===== src/hw/svtd_pkg.sv =====
`default_nettype none
package svtd_pkg;
  // register indices; the apb byte address is four times the index
  localparam logic [11:0] ctrl_index = 12'hf85; // control word, low byte used
  localparam logic [11:0] flag_index = 12'hf86; // sticky event flags, w1c
  localparam logic [11:0] mask_index = 12'hf87; // interrupt enables
  localparam logic [13:0] ctrl_addr = {ctrl_index, 2'b00};
  localparam logic [13:0] flag_addr = {flag_index, 2'b00};
  localparam logic [13:0] mask_addr = {mask_index, 2'b00};
  localparam logic [7:0] ctrl_reset = 8'h00;
  localparam int dir_bit = 7;
  localparam int bg_bit = 6;
  localparam int ref_bit = 5;
  localparam int en_bit = 4;
  localparam int lvl_lo = 0; // trip level field, low bit and width
  localparam int lvl_w = 4;
  localparam logic [3:0] ext_code = 4'hf;
  localparam int evt_bit = 0;
  // reference settling time in ns and its cycle count at 50 mhz
  localparam int settle_ns = 20000;
  localparam int clk_ns = 20;
  localparam int settle_cyc = (settle_ns + clk_ns - 1) / clk_ns;
  localparam logic [15:0] settle_max = 16'(settle_cyc);

  typedef struct packed {
    logic dir;
    logic en;
    logic [3:0] level;
  } svtd_ctrl_type;

  // analog front end controls
  typedef struct packed {
    logic power;
    logic use_ext;
    logic dir;
    logic [3:0] level;
  } svtd_ana_type;
endpackage
`default_nettype wire


===== src/hw/svtd_top.sv =====
`timescale 1ns/1ns
`default_nettype none
// Function
// - direction bit chooses falling or rising trip
// - enable bit powers comparator and divider
// - stable flag low after enable until settled
// - stable flag read-only, shows reference state
// - events ignored until reference is stable
// - bandgap flag read-only, shows bandgap state
// - four-bit level picks one of fifteen internal trips
// - code 1111 routes external input to comparator
// - comparator trip sets event flag
// - flagged enabled event raises interrupt output
// - settling timed by counting clocks to a fixed count
// - detector runs in sleep, trip wakes device
// - reset clears control, detector off
module svtd_top (
  input wire logic clk,
  input wire logic nrst,
  input wire logic psel,
  input wire logic penable,
  input wire logic pwrite,
  input wire logic [13:0] paddr,
  input wire logic [31:0] pwdata,
  output logic [31:0] prdata,
  output logic pready,
  output logic pslverr,
  input wire logic cmp_trip, // async comparator output
  input wire logic bandgap_ok,
  output var svtd_pkg::svtd_ana_type ana_ctrl,
  output logic irq,
  output logic wake
);
  svtd_pkg::svtd_ctrl_type ctrl_q, ctrl_d;
  logic [15:0] cnt_q, cnt_d;
  logic stable_q, stable_d;
  logic sync1_q, sync2_q;
  logic evt_q, evt_d;
  logic mask_q, mask_d;
  logic [31:0] rdata_d;
  logic ready_d, err_d, irq_d, wake_d;
  svtd_pkg::svtd_ana_type ana_d;
  logic acc, wr, hit;

  assign acc = psel && penable && !pready;
  assign wr = acc && pwrite;
  assign hit = (paddr == svtd_pkg::ctrl_addr) ||
    (paddr == svtd_pkg::flag_addr) || (paddr == svtd_pkg::mask_addr);

  // comparator synchroniser, two stages
  always_ff @(posedge clk or negedge nrst) begin
    if (!nrst) begin
      sync1_q <= 1'b0;
      sync2_q <= 1'b0;
    end else begin
      sync1_q <= cmp_trip;
      sync2_q <= sync1_q;
    end
  end

  // control, settle timer, flags, bus answer
  always_comb begin
    ctrl_d = ctrl_q;
    mask_d = mask_q;
    cnt_d = cnt_q;
    stable_d = stable_q;
    evt_d = evt_q;
    if (wr && paddr == svtd_pkg::ctrl_addr) begin
      // status bits 6 and 5 are not stored
      ctrl_d.dir = pwdata[svtd_pkg::dir_bit];
      ctrl_d.en = pwdata[svtd_pkg::en_bit];
      ctrl_d.level = pwdata[svtd_pkg::lvl_lo +: svtd_pkg::lvl_w];
    end
    if (wr && paddr == svtd_pkg::mask_addr)
      mask_d = pwdata[svtd_pkg::evt_bit];
    // restart settling on every power-up, fixed time base
    if (!ctrl_q.en) begin
      cnt_d = 16'h0000;
      stable_d = 1'b0;
    end else if (!stable_q) begin
      if (cnt_q == svtd_pkg::settle_max - 16'h0001)
        stable_d = 1'b1;
      else
        cnt_d = cnt_q + 16'h0001;
    end
    // w1c clear; a trip in the same cycle wins
    if (wr && paddr == svtd_pkg::flag_addr && pwdata[svtd_pkg::evt_bit])
      evt_d = 1'b0;
    if (ctrl_q.en && stable_q && sync2_q)
      evt_d = 1'b1;
    rdata_d = 32'h0000_0000;
    case (paddr)
      svtd_pkg::ctrl_addr: begin
        rdata_d[svtd_pkg::dir_bit] = ctrl_q.dir;
        rdata_d[svtd_pkg::bg_bit] = bandgap_ok;
        rdata_d[svtd_pkg::ref_bit] = stable_q;
        rdata_d[svtd_pkg::en_bit] = ctrl_q.en;
        rdata_d[svtd_pkg::lvl_lo +: svtd_pkg::lvl_w] = ctrl_q.level;
      end
      svtd_pkg::flag_addr: rdata_d[svtd_pkg::evt_bit] = evt_q;
      svtd_pkg::mask_addr: rdata_d[svtd_pkg::evt_bit] = mask_q;
      default: rdata_d = 32'h0000_0000;
    endcase
    ready_d = acc;
    err_d = acc && !hit;
    irq_d = evt_d && mask_d;
    wake_d = evt_d;
    ana_d.power = ctrl_d.en;
    ana_d.use_ext = ctrl_d.level == svtd_pkg::ext_code;
    ana_d.dir = ctrl_d.dir;
    ana_d.level = ctrl_d.level;
  end

  // state registers; reset turns the detector off
  always_ff @(posedge clk or negedge nrst) begin
    if (!nrst) begin
      ctrl_q <= '{dir: svtd_pkg::ctrl_reset[svtd_pkg::dir_bit],
        en: svtd_pkg::ctrl_reset[svtd_pkg::en_bit],
        level: svtd_pkg::ctrl_reset[svtd_pkg::lvl_lo +: svtd_pkg::lvl_w]
      };
      mask_q <= 1'b0;
      cnt_q <= 16'h0000;
      stable_q <= 1'b0;
      evt_q <= 1'b0;
      prdata <= 32'h0000_0000;
      pready <= 1'b0;
      pslverr <= 1'b0;
      irq <= 1'b0;
      wake <= 1'b0;
      ana_ctrl <= '0;
    end else begin
      ctrl_q <= ctrl_d;
      mask_q <= mask_d;
      cnt_q <= cnt_d;
      stable_q <= stable_d;
      evt_q <= evt_d;
      prdata <= rdata_d;
      pready <= ready_d;
      pslverr <= err_d;
      irq <= irq_d;
      wake <= wake_d;
      ana_ctrl <= ana_d;
    end
  end
endmodule // svtd_top
`default_nettype wire


===== config.mk =====
export PLATFORM = sky130hd
export DESIGN_NAME = svtd_top
export DESIGN_NICKNAME = d
export VERILOG_FILES = /design/src/hw/svtd_pkg.sv /design/src/hw/svtd_top.sv
export SDC_FILE = /design/constraint.sdc
export NUM_CORES = 1
export LEC_CHECK = 0
export ABC_AREA = 1
export ABC_CLOCK_PERIOD_IN_PS = 1900
export BUFFER_PORTS_ARGS = -buffer_cell sky130_fd_sc_hd__buf_4
export CORE_MARGIN = 2
export CORE_UTILIZATION = 47
export CTS_CLUSTER_DIAMETER = 100
export DETAILED_ROUTE_END_ITERATION = 10
export PLACE_DENSITY = 0.8
export SYNTH_ARGS = -nofsm -noshare
export SYNTH_HDL_FRONTEND = slang
export SYNTH_SLANG_ARGS = --single-unit

===== constraint.sdc =====
create_clock -name clk -period 1.9 [get_ports clk]
set_clock_uncertainty 0.05 [all_clocks]
set_input_delay 0 -clock clk [delete_from_list [all_inputs] [get_ports clk]]
set_output_delay 0 -clock clk [all_outputs]
set_load 0.02 [all_outputs]

==> results of run 1 <==
[kinds of logic (layout without fill, tap and decap cells)]
| group | count (synthesis) | after routing | synth area share |
|---|---|---|---|
| other | 1 | 24 | 0.00174 |
| and+or+nand+nor | 154 | 154 | 0.322 |
| xor gates and xnor gates | 9 | 9 | 0.0366 |
| DFF | 39 | 39 | 0.453 |
| AOI/OAI and AO/OA | 14 | 14 | 0.0325 |
| buffers and inverters | 57 | 95 | 0.149 |
| adders and majority gates | 1 | 1 | 0.00580 |
[flip-flops by register name (all words and copies together) (netlist names)]
signal	cells
ana_ctrl	1
cnt_q	16
ctrl_q	6
evt_q	1
irq	1
mask_q	1
prdata	8
pready	1
pslverr	1
stable_q	1
sync1_q	1
sync2_q	1
[routing by layer]
metal | track usage | share of wire | vias up
met4 | 0.0608 | 0.0097 | 0
met2 | 0.312 | 0.52 | 58
met3 | 0.0422 | 0.046 | 5
met1 | 0.241 | 0.43 | 883
met5 | 0 | 0 | -
li1 | - | - | 939
[worst max-delay path, stage by stage (launching register included)]
cell	delay, ns
sky130_fd_sc_hd__dfrtp_1	0.40
sky130_fd_sc_hd__ha_1	0.22
sky130_fd_sc_hd__nand2_2	0.10
sky130_fd_sc_hd__nor3_1	0.14
sky130_fd_sc_hd__nand4_1	0.16
sky130_fd_sc_hd__nand2_2	0.33
sky130_fd_sc_hd__nand2_1	0.08
sky130_fd_sc_hd__o21ai_1	0.11
[cell usage in the layout (no fill, tap or decap)]
| cell type | n |
|---|---|
| sky130_fd_sc_hd__dfrtp_1 | 39 |
| sky130_fd_sc_hd__or2_2 | 1 |
| sky130_fd_sc_hd__clkbuf_8 | 5 |
| sky130_fd_sc_hd__nand2_1 | 79 |
| sky130_fd_sc_hd__clkbuf_1 | 2 |
| sky130_fd_sc_hd__inv_2 | 1 |
| sky130_fd_sc_hd__nand4_1 | 11 |
| sky130_fd_sc_hd__nand3b_1 | 2 |
| sky130_fd_sc_hd__clkinv_2 | 1 |
| sky130_fd_sc_hd__dlygate4sd3_1 | 12 |
| sky130_fd_sc_hd__buf_4 | 46 |
| sky130_fd_sc_hd__inv_1 | 28 |
| sky130_fd_sc_hd__conb_1 | 24 |
| sky130_fd_sc_hd__nor3_1 | 4 |
| sky130_fd_sc_hd__xor2_1 | 9 |
| sky130_fd_sc_hd__ha_1 | 1 |
| sky130_fd_sc_hd__nand2_2 | 3 |
| sky130_fd_sc_hd__nand3_1 | 17 |
| sky130_fd_sc_hd__nand3_2 | 2 |
| sky130_fd_sc_hd__nor2_2 | 3 |
| sky130_fd_sc_hd__o21ai_0 | 3 |
| sky130_fd_sc_hd__nor2_4 | 3 |
| sky130_fd_sc_hd__nor2_1 | 28 |
| sky130_fd_sc_hd__o21ai_1 | 11 |
| sky130_fd_sc_hd__and3_1 | 1 |
[cell type report]
type / instances / area (µm²) / share of cell area
Tap cell: 52 / 65.1 / 0.0246
Clock buffer: 7 / 76.3 / 0.0289
Timing Repair Buffer: 58 / 465 / 0.176
Multi-Input combinational cell: 202 / 946 / 0.358
Sequential cell: 39 / 976 / 0.369
Clock inverter: 1 / 5.00 / 0.00189
Inverter: 29 / 109 / 0.0412
[worst paths after layout]
path	start	to	slack, ns
worst min register to register	sync1_q$_DFF_PN0_	sync2_q$_DFF_PN0_	0.30
worst max-delay path	cnt_q[0]$_DFFE_PN0P_	cnt_q[2]$_DFFE_PN0P_	0.22
min in group asynchronous	nrst	cnt_q[8]$_DFFE_PN0P_	0.16
max in group asynchronous	nrst	stable_q$_DFF_PN0_	1.29
worst max register to register	cnt_q[0]$_DFFE_PN0P_	cnt_q[2]$_DFFE_PN0P_	0.22
worst min-delay path	paddr[3]	prdata[0]$_DFF_PN0_	0.09
[report_power, final]
part           internal [mW]  switching [mW]  leakage (nW)  total, mW
combinational          0.139           0.192         0.847      0.331
clock                  0.258           0.274        0.0422      0.532
sequential             0.891          0.0848         0.509      0.976
total                   1.29           0.551          1.40       1.84
[repair_timing]
action,4_1_cts,5_1_grt
resized for setup,0,0
hold endpoints to repair,51,0
hold buffers,12,0
[through the flow]
step | total power [mW] | cells
floorplan | 1.23 | 298
global placement | 1.29 | 368
detailed placement | 1.30 | 368
CTS | 1.85 | 388
global route | 1.95 | 388
finish | 1.84 | 388
==> summary.md, run 1 <==
| Metric | Value |
|---|---|
| Full die area | between 5000 and 6000 µm² |
| Most numerous cell in the Yosys netlist | sky130_fd_sc_hd__nand2_1 |
| First DRT Iteration DRCs | roughly 130 |
| Postcts setup bufs | 0 |
| Worst EP arrival | around 1.8 ns |
| Instance area after placement | ~2400 µm² |
| Number of nets in the final layout | slightly below 400 |
| Insertion delay to the later sink of the worst-skew pair | 0.29 ns |
| HPWL after DPL | roughly 3300 µm |
| DRC | 0 |
| Main flop type after synthesis | sky130_fd_sc_hd__dfrtp_1 |
| Pre-CTS setup slack | 0.248 ns |
| Power per unit of standard cell area | 696 nW/µm² |
| Aggregate global-route resource usage | 0.187 |
| Fraction of layout instances using a drive strength above 1 | 0.193 |
| Global route overflow | 0 |
| Post-synth design cell area | about 2200 µm² |
| Number of pins exceeding their max-slew limit in the final report | 0 |
| Endpoint class of the critical path | flop |
| Via count normalized by instance count | 4.86 |
| Shortest period the worst path allows | ~1.7 ns |
| Post-synthesis instance total | around 280 |
| Startpoint-to-endpoint class of the critical path | flop to flop |
| Via count of the first global-routing pass | 1724 |
| Final weighted congestion in routability-driven placement | 0.855 |
| Post-route cell area | about 2600 µm² |
| Sequential cell area fraction in the yosys report | 0.453 |
| Total core area | 4380 µm² |
| Hold WS | 0.0906 ns |
| Area leader, netlist | sky130_fd_sc_hd__dfrtp_1 |
| Std-Cell Rows | 24 |
| Number of synthesized flops with an enable pin | 0 |
| Final setup margin | ~0.22 ns |
| Leakage component of the power | 1.40 nW |
| Residual antenna-violating net count after detailed routing | 0 |
| Router iterations before antenna repair | 4 |
| Overall die width | a little over 70 µm |
| Inserted Clock Buffers | 5 |
| Clock-pin transition on the worst setup and hold timing paths | 0.07 ns |
| Share of the core filled with cells in the final layout | 0.603 |
| Fraction of registers with async set or reset after synthesis | 1.00 |
| Setup repair after global routing missed its margin | false |
| Clock root buffer | sky130_fd_sc_hd__clkbuf_8 |
| Crit path max fanout | 20 |
| Layout-stage area growth over the synthesis result | 22.6% |
| Clock tree from TritonCTS | yes |
| Antenna diode count | 0 |
| Data required time at the worst endpoint | a little over 2 ns |
| Top Ports | 96 |
| Status | finished, final reports clean |
| Final-report setup violation count | 0 |
| Cell types with the highest counts after synthesis | sky130_fd_sc_hd__nand2_1 (79), sky130_fd_sc_hd__dfrtp_1 (39), sky130_fd_sc_hd__inv_1 (28), sky130_fd_sc_hd__nor2_1 (28), sky130_fd_sc_hd__buf_4 (24) |
| Initial antenna violation count | 0 |
| Count of max-cap constraint violations | 0 |
| CTS sink count | 39 |
| Pin count of the biggest net entering global routing | 40 |
| Chip Height | roughly 70 µm |
| CTS H-Tree Depth | 2 |
| Maximum vdd drop | 0.544 mV |
| Number of cells traversed by the worst register-to-register path | 7 |
| Final number of hold-violating endpoints | 0 |
| Aggregate negative setup slack | 0 ns |
| Hold Crit Class | primary input to flop |
| Flops & latches, synth | 39 |
| Number of buffers on the longest clock path | 2 |
| Number of fillers in the final layout | between 300 and 400 |
| Wirelength, routed | approximately 4400 µm |
| WL per Instance | between 10 and 15 µm |
| Share of the clock period used by the worst path after layout | 0.884 |
| Achievable clock frequency | between 500 and 600 MHz |
| Syn Area/Cell | between 7 and 8 µm² |
| Quantity of I/O buffers inserted on ports | between 40 and 50 |
| Global-route wire length before repair | ~7600 µm |
| Yosys warning total | 0 |
| Kind of launch point of the worst setup path | flop |
| Vias | approximately 1900 |
| Cells on Worst Hold Path | 5 |
| Post-synth cell types | 24 |
| Effective utilization at floorplan | 0.492 |
| Synth area leaders | sky130_fd_sc_hd__dfrtp_1 (45%), sky130_fd_sc_hd__nand2_1 (14%), sky130_fd_sc_hd__buf_4 (8.4%), sky130_fd_sc_hd__inv_1 (4.9%), sky130_fd_sc_hd__nor2_1 (4.9%) |
| Area share of the leading cell type in the synthesized netlist | 0.453 |
(Power assumes the default switching activity.)
==> run 2, diff against run 1 <==
CORE_UTILIZATION = 49   (was 47)
CTS_BUF_LIST = sky130_fd_sc_hd__clkbuf_8   (was default)
PLACE_DENSITY = 0.83   (was 0.8)
==> run 2 against run 1 <==
Compared with the run above: routed wire length increased by 3.5%; maximum frequency is 3.1% higher; total power up 16%; die area shrank 3.9%; setup slack improved by 0.050 ns; clock power is 55% higher.
==> summary.md, run 2 (synthesis results as in run 1) <==
| Metric | Value |
|---|---|
| Vias | 1879 (was 1885) |
| Initial antenna violation count | 0 (unchanged) |
| Biggest register | cnt_q (unchanged) |
| CTS sink count | 39 (unchanged) |
| Cells along the critical path | ha_1 > nand2_2 > nor3_1 > nand4_1 > nand2_2 > nand2_1 > nand2_1 (was ha_1 > nand2_2 > nor3_1 > nand4_1 > nand2_2 > nand2_1 > o21ai_1) |
| Number of nets in the final layout | 389 (unchanged) |
| Maximum vdd drop | 0.694 mV (was 0.544 mV) |
| Number of buffers on the longest clock path | 2 (unchanged) |
| Number of gates resized after CTS | 0 (unchanged) |
| Net switching share of the total power | 0.271 (was 0.300) |
| HPWL after DPL | 3330 µm (was 3250 µm) |
| Aggregate negative setup slack | 0 ns (unchanged) |
| Clock-pin transition on the worst setup and hold timing paths | 0.08 ns (was 0.07 ns) |
| Clock tree from TritonCTS | yes (unchanged) |
| Hold Crit Class | primary input to flop (unchanged) |
| Inserted Clock Buffers | 5 (unchanged) |
| Final number of hold-violating endpoints | 0 (unchanged) |
| Chip Height | 70.3 µm (was 71.7 µm) |
| Pin count of the biggest net entering global routing | 40 (unchanged) |
| Pint | 1.55 mW (was 1.29 mW) |
| Worst EP arrival | 1.80 ns (was 1.83 ns) |
| Top Ports | 96 (unchanged) |
| Final setup margin | 0.269 ns (was 0.219 ns) |
| Status | finished, final reports clean (unchanged) |
| Full die area | 4950 µm² (was 5140 µm²) |
| Global-route wire length before repair | 7770 µm (was 7600 µm) |
| Final-report setup violation count | 0 (unchanged) |
| Overall die width | 70.3 µm (was 71.7 µm) |
| Regs by FF count | cnt_q (16), prdata (8), ctrl_q (6) (unchanged) |
| Achievable clock frequency | 613 MHz (was 595 MHz) |
| Flip-flop count of the largest register after layout | 16 (unchanged) |
| Effective utilization at floorplan | 0.502 (was 0.492) |
| Residual antenna-violating net count after detailed routing | 0 (unchanged) |
| CTS H-Tree Depth | 2 (unchanged) |
| Fraction of layout instances using a drive strength above 1 | 0.199 (was 0.193) |
| Shortest period the worst path allows | 1.63 ns (was 1.68 ns) |
| Power per unit of standard cell area | 790 nW/µm² (was 696 nW/µm²) |
| First DRT Iteration DRCs | 106 (was 131) |
| Wirelength, routed | 4600 µm (was 4440 µm) |
| Router iterations before antenna repair | 5 (was 4) |
| Total core area | 4290 µm² (was 4380 µm²) |
| Quantity of I/O buffers inserted on ports | 45 (unchanged) |
| Delay of the slowest cell on the worst path | 0.41 ns (was 0.40 ns) |
| Total power draw | 2.13 mW (was 1.84 mW) |
| Switching power | 578 µW (was 551 µW) |
| Kind of launch point of the worst setup path | flop (unchanged) |
| Most frequent cells in the layout | sky130_fd_sc_hd__nand2_1 (79), sky130_fd_sc_hd__buf_4 (46), sky130_fd_sc_hd__dfrtp_1 (39) (unchanged) |
| Layout-stage area growth over the synthesis result | 25.1% (was 22.6%) |
| Share of the clock period used by the worst path after layout | 0.858 (was 0.884) |
| Clock power share | 0.387 (was 0.289) |
| Global route overflow | 0 (unchanged) |
| Data required time at the worst endpoint | 2.07 ns (was 2.05 ns) |
| Most frequent standard cell in the layout excluding fill and tap cells | sky130_fd_sc_hd__nand2_1 (unchanged) |
| Leakage component of the power | 1.42 nW (was 1.40 nW) |
| Via count of the first global-routing pass | 1827 (was 1724) |
| Clock root buffer | sky130_fd_sc_hd__clkbuf_8 (unchanged) |
| Combinational power share | 0.156 (was 0.180) |
| Startpoint-to-endpoint class of the critical path | flop to flop (unchanged) |
| Crit path max fanout | 20 (unchanged) |
| Via count normalized by instance count | 4.84 (was 4.86) |
| WL per Instance | 11.9 µm (was 11.5 µm) |
| Insertion delay to the later sink of the worst-skew pair | 0.29 ns (about the same) |
| Endpoint class of the critical path | flop (unchanged) |
| Antenna diode count | 0 (unchanged) |
| Count of max-cap constraint violations | 0 (unchanged) |
| Pre-CTS setup slack | 0.275 ns (was 0.248 ns) |
| Setup repair after global routing missed its margin | false (unchanged) |
| Slowest stage cell on the critical path | sky130_fd_sc_hd__dfrtp_1 (unchanged) |
| Std-Cell Rows | 24 (unchanged) |
| Number of pins exceeding their max-slew limit in the final report | 0 (unchanged) |
| DRC | 0 (unchanged) |
| Register share of total power | 0.458 (was 0.531) |
| Final weighted congestion in routability-driven placement | 0.877 (was 0.855) |
| Aggregate global-route resource usage | 0.197 (was 0.187) |
run 2: changes by cell type in the layout (fill, tap and decap cells not counted):
cell and delta:
sky130_fd_sc_hd__clkinv_2 -1, sky130_fd_sc_hd__clkbuf_1 -2, sky130_fd_sc_hd__clkinvlp_4 +1, sky130_fd_sc_hd__bufinv_16 +2
run 2: final timing paths:
check | slack [ns] | to | startpoint | depth (start not counted)
max | 0.27 | cnt_q[6]$_DFFE_PN0P_ | cnt_q[0]$_DFFE_PN0P_ | 7
min | 0.09 | prdata[0]$_DFF_PN0_ | paddr[3] | 5
max reg2reg | 0.27 | cnt_q[6]$_DFFE_PN0P_ | cnt_q[0]$_DFFE_PN0P_ | 7
min reg2reg | 0.35 | sync2_q$_DFF_PN0_ | sync1_q$_DFF_PN0_ | 0
max in group asynchronous | 1.30 | evt_q$_DFF_PN0_ | nrst | 2
min in group asynchronous | 0.15 | cnt_q[13]$_DFFE_PN0P_ | nrst | 2
run 2: area by class of cell:
| cell class | instances | area [µm²] |
|---|---|---|
| clock buffer | 5 | 68.8 |
| clock inverter | 3 | 67.6 |
| fill | 358 | 1600 |
| inverter | 29 | 109 |
| multi-input combinational | 202 | 946 |
| sequential | 39 | 976 |
| tap | 52 | 65.1 |
| timing repair buffer | 58 | 465 |
run 2: worst max-delay path: cells and delay by family, from the launching register on:
| family | cells | cell delay, ns |
|---|---|---|
| adders and majority gates | 1 | 0.21 |
| DFF | 1 | 0.41 |
| and+or+nand+nor | 6 | 0.90 |
run 2: metal layers:
metal  track usage  vias to the layer above  wire length [µm]
met1         0.222                      887              1880
met5             0                        -                 0
li1              -                      932                 -
met2         0.369                       54              2470
met3        0.0447                        6               201
met4        0.0513                        0                51
run 2: what timing repair did:
action,4_1_cts,5_1_grt
hold buffers,12,0
hold endpoints to repair,51,0
setup buffers,0,0
run 2: power by group through the flow:
stage	Clock, mW	Sequential [mW]	Combinational [mW]
2_1_floorplan	0	0.958	0.277
3_3_place_gp	0	0.985	0.302
3_5_place_dp	0	0.989	0.313
4_1_cts	0.833	0.974	0.334
5_1_grt	0.860	0.989	0.380
6_report	0.824	0.976	0.332
run 2: stage by stage:
stage,cells,instance area (µm²),util,hold WS [ns]
2_1_floorplan,298,2240,-,-0.346
3_3_place_gp,368,2440,0.568,-0.0538
3_5_place_dp,368,2440,0.568,-0.0472
4_1_cts,388,2700,0.628,0.0803
5_1_grt,388,2700,0.628,0.121
6_report,388,2700,0.628,0.0891
==> run 3, diff against run 2 <==
BUFFER_PORTS_ARGS = -buffer_cell sky130_fd_sc_hd__buf_2   (was -buffer_cell sky130_fd_sc_hd__buf_4)
PLACE_DENSITY = 0.88   (was 0.83)
==> run 3 against run 2 <==
Compared with the run above: die area stayed put; combinational power is 4% lower; total power is 13% lower; sequential share of layout area is 2.2 points higher; sequential power is 0.5% lower; register-to-register slack hardly changed; largest power group unchanged.
==> summary.md, run 3 (synthesis results as in run 1) <==
| Metric | Value |
|---|---|
| Final weighted congestion in routability-driven placement | 0.902 (was 0.877) |
| Most frequent standard cell in the layout excluding fill and tap cells | sky130_fd_sc_hd__nand2_1 (unchanged) |
| Leakage component of the power | 1.37 nW (was 1.42 nW) |
| Number of cells traversed by the worst register-to-register path | 7 (unchanged) |
| CTS sink count | 39 (unchanged) |
| Number of buffers on the longest clock path | 2 (unchanged) |
| Delay of the slowest cell on the worst path | 0.42 ns (was 0.41 ns) |
| Hold WS | 0.0821 ns (was 0.0891 ns) |
| WL per Instance | 11.4 µm (was 11.9 µm) |
| Wirelength, routed | 4430 µm (was 4600 µm) |
| HPWL after DPL | 3120 µm (was 3330 µm) |
| Endpoint class of the critical path | flop (unchanged) |
| Multi-input logic area | 951 µm² (was 946 µm²) |
| Final-report setup violation count | 0 (unchanged) |
| Global route overflow | 0 (unchanged) |
| Aggregate negative setup slack | 0 ns (unchanged) |
| First DRT Iteration DRCs | 103 (was 106) |
| Achievable clock frequency | 617 MHz (was 613 MHz) |
| CTS H-Tree Depth | 2 (unchanged) |
| Hold Crit Class | primary input to flop (unchanged) |
| Chip Height | 70.3 µm (unchanged) |
| Inserted Clock Buffers | 5 (unchanged) |
| Via count of the first global-routing pass | 1820 (was 1827) |
| Final number of hold-violating endpoints | 0 (unchanged) |
| Cells on Worst Hold Path | 6 (was 5) |
| Shortest period the worst path allows | 1.62 ns (was 1.63 ns) |
| Number of pins exceeding their max-slew limit in the final report | 0 (unchanged) |
| Crit path max fanout | 20 (unchanged) |
| Worst min-delay path startpoint | paddr[0] (was paddr[3]) |
| Clock-pin transition on the worst setup and hold timing paths | 0.08 ns (about the same) |
| Buffering stage count on the worst path with inverters included | 0 (unchanged) |
| Slew headroom | 0.452 |
| Cells along the critical path | ha_1 > nand2_2 > nor3_1 > nand4_1 > nand2_4 > nand2_1 > o21ai_1 (was ha_1 > nand2_2 > nor3_1 > nand4_1 > nand2_2 > nand2_1 > nand2_1) |
| Slowest stage cell on the critical path | sky130_fd_sc_hd__dfrtp_1 (unchanged) |
| Worst EP arrival | 1.80 ns (about the same) |
| Setup repair after global routing missed its margin | false (unchanged) |
| Instance area after placement | 2330 µm² (was 2440 µm²) |
| Area taken by flip-flops and latches | 976 µm² (unchanged) |
| Full die area | 4950 µm² (unchanged) |
| Number of nets in the final layout | 389 (unchanged) |
| Std-Cell Rows | 24 (unchanged) |
| Router iterations before antenna repair | 4 (was 5) |
| Overall die width | 70.3 µm (unchanged) |
| Share of the core filled with cells in the final layout | 0.592 (was 0.628) |
| Aggregate global-route resource usage | 0.196 (was 0.197) |
| Power per unit of standard cell area | 726 nW/µm² (was 790 nW/µm²) |
| Antenna diode count | 0 (unchanged) |
| Via count normalized by instance count | 4.81 (was 4.84) |
| Total core area | 4290 µm² (unchanged) |
| Status | finished, final reports clean (unchanged) |
| Post-route cell area | 2540 µm² (was 2700 µm²) |
| DRC | 0 (unchanged) |
| Flip-flop count of the largest register after layout | 16 (unchanged) |
| Data required time at the worst endpoint | 2.07 ns (about the same) |
| Layout-stage area growth over the synthesis result | 17.9% (was 25.1%) |
| Pre-CTS setup slack | 0.249 ns (was 0.275 ns) |
| Critical R2R Launch | cnt_q[0]$_DFFE_PN0P_ (unchanged) |
| Vias | 1865 (was 1879) |
| Count of max-cap constraint violations | 0 (unchanged) |
| Regs by FF count | cnt_q (16), prdata (8), ctrl_q (6) (unchanged) |
| Share of the clock period used by the worst path after layout | 0.854 (was 0.858) |
| Insertion delay to the later sink of the worst-skew pair | 0.29 ns (about the same) |
| Family of cells with the greatest summed delay on the critical path | simple AND/OR/NAND/NOR gates (unchanged) |
| Most frequent cells in the layout | sky130_fd_sc_hd__nand2_1 (79), sky130_fd_sc_hd__buf_2 (45), sky130_fd_sc_hd__dfrtp_1 (39) (was sky130_fd_sc_hd__nand2_1 (79), sky130_fd_sc_hd__buf_4 (46), sky130_fd_sc_hd__dfrtp_1 (39)) |
| Number of fillers in the final layout | 372 (was 358) |
| Setup slack, reg-to-reg | 0.28 ns (was 0.27 ns) |
| Global-route wire length before repair | 7730 µm (was 7770 µm) |
| Kind of launch point of the worst setup path | flop (unchanged) |
| Fraction of layout instances using a drive strength above 1 | 0.199 (unchanged) |
| Effective utilization at floorplan | 0.502 (unchanged) |
| Worst-Margin Slew | around 0.82 ns |
| Initial antenna violation count | 0 (unchanged) |
| Pin count of the biggest net entering global routing | 40 (unchanged) |
| Residual antenna-violating net count after detailed routing | 0 (unchanged) |
| Quantity of I/O buffers inserted on ports | 45 (unchanged) |
| Worst Hold End | mask_q$_DFF_PN0_ (was prdata[0]$_DFF_PN0_) |
| Startpoint-to-endpoint class of the critical path | flop to flop (unchanged) |
| Clock tree from TritonCTS | yes (unchanged) |
| Final setup margin | 0.278 ns (was 0.269 ns) |
| Worst flop-to-flop path endpoint | cnt_q[10]$_DFFE_PN0P_ (was cnt_q[6]$_DFFE_PN0P_) |
| Maximum vdd drop | 0.584 mV (was 0.694 mV) |
| Top Ports | 96 (unchanged) |
| Clock root buffer | sky130_fd_sc_hd__clkbuf_8 (unchanged) |
| Biggest register | cnt_q (unchanged) |
-- run 3: changes by cell type in the layout (fill, tap and decap cells not counted) --
cell	previous run	this run
sky130_fd_sc_hd__clkinvlp_4	1	2
sky130_fd_sc_hd__buf_2	0	45
sky130_fd_sc_hd__nand2_2	3	2
sky130_fd_sc_hd__buf_4	46	1
sky130_fd_sc_hd__bufinv_16	2	0
sky130_fd_sc_hd__clkinv_2	0	1
sky130_fd_sc_hd__nand2_4	0	1
-- run 3: final cells by class --
cell class              instances  share of cell area
flip-flops and latches         39               0.384
repair buffers                 58               0.139
clock inverters                 3             0.00787
inverters                      29              0.0428
multi-input cells             202               0.374
clock buffers                   5              0.0271
well taps                      52              0.0256
-- run 3: where the power goes --
group | switching [mW] | internal, mW
combinational | 0.196 | 0.123
clock | 0.302 | 0.255
sequential | 0.0800 | 0.891
-- run 3: worst max path at each step --
stage	from	to	slack [ns]	depth (start not counted)
global placement	cnt_q[0]$_DFFE_PN0P_	cnt_q[0]$_DFFE_PN0P_	0.28	7
CTS	cnt_q[0]$_DFFE_PN0P_	cnt_q[4]$_DFFE_PN0P_	0.20	7
finish	cnt_q[0]$_DFFE_PN0P_	cnt_q[10]$_DFFE_PN0P_	0.28	7
floorplan	ctrl_q[4]$_DFFE_PN0N_	cnt_q[13]$_DFFE_PN0P_	0.52	6
detailed placement	cnt_q[0]$_DFFE_PN0P_	cnt_q[4]$_DFFE_PN0P_	0.25	7
global route	cnt_q[0]$_DFFE_PN0P_	cnt_q[2]$_DFFE_PN0P_	0.09	7
-- run 3: what timing repair did --
action                                  4_1_cts  5_1_grt
endpoints found under the setup margin        0        1
gates resized for setup                       0        1
hold endpoints to repair                     51        0
setup buffers                                 0        0
hold buffers                                 12        0
-- run 3: per-stage QoR --
stage          cells  total power [mW]
6_report         388              1.85
5_1_grt          388              1.96
4_1_cts          388              1.87
3_5_place_dp     368              1.28
3_3_place_gp     368              1.27
2_1_floorplan    298              1.23
-- run 3: tightest hold or removal path: stages --
cell and delay, ns:
sky130_fd_sc_hd__buf_2 0.08, sky130_fd_sc_hd__nor2_2 0.04, sky130_fd_sc_hd__nand3_1 0.06, sky130_fd_sc_hd__nor2_1 0.04, sky130_fd_sc_hd__nand3_1 0.08, sky130_fd_sc_hd__o21ai_1 0.08
-- run 3: metal layers --
metal / wire, µm / vias to the layer above / share of wire / GRT usage
met1: 1850 / 868 / 0.42 / 0.230
met4: 65 / 0 / 0.015 / 0.0705
li1: - / 929 / - / -
met5: 0 / - / 0 / 0
met3: 284 / 6 / 0.064 / 0.0606
met2: 2230 / 62 / 0.50 / 0.336
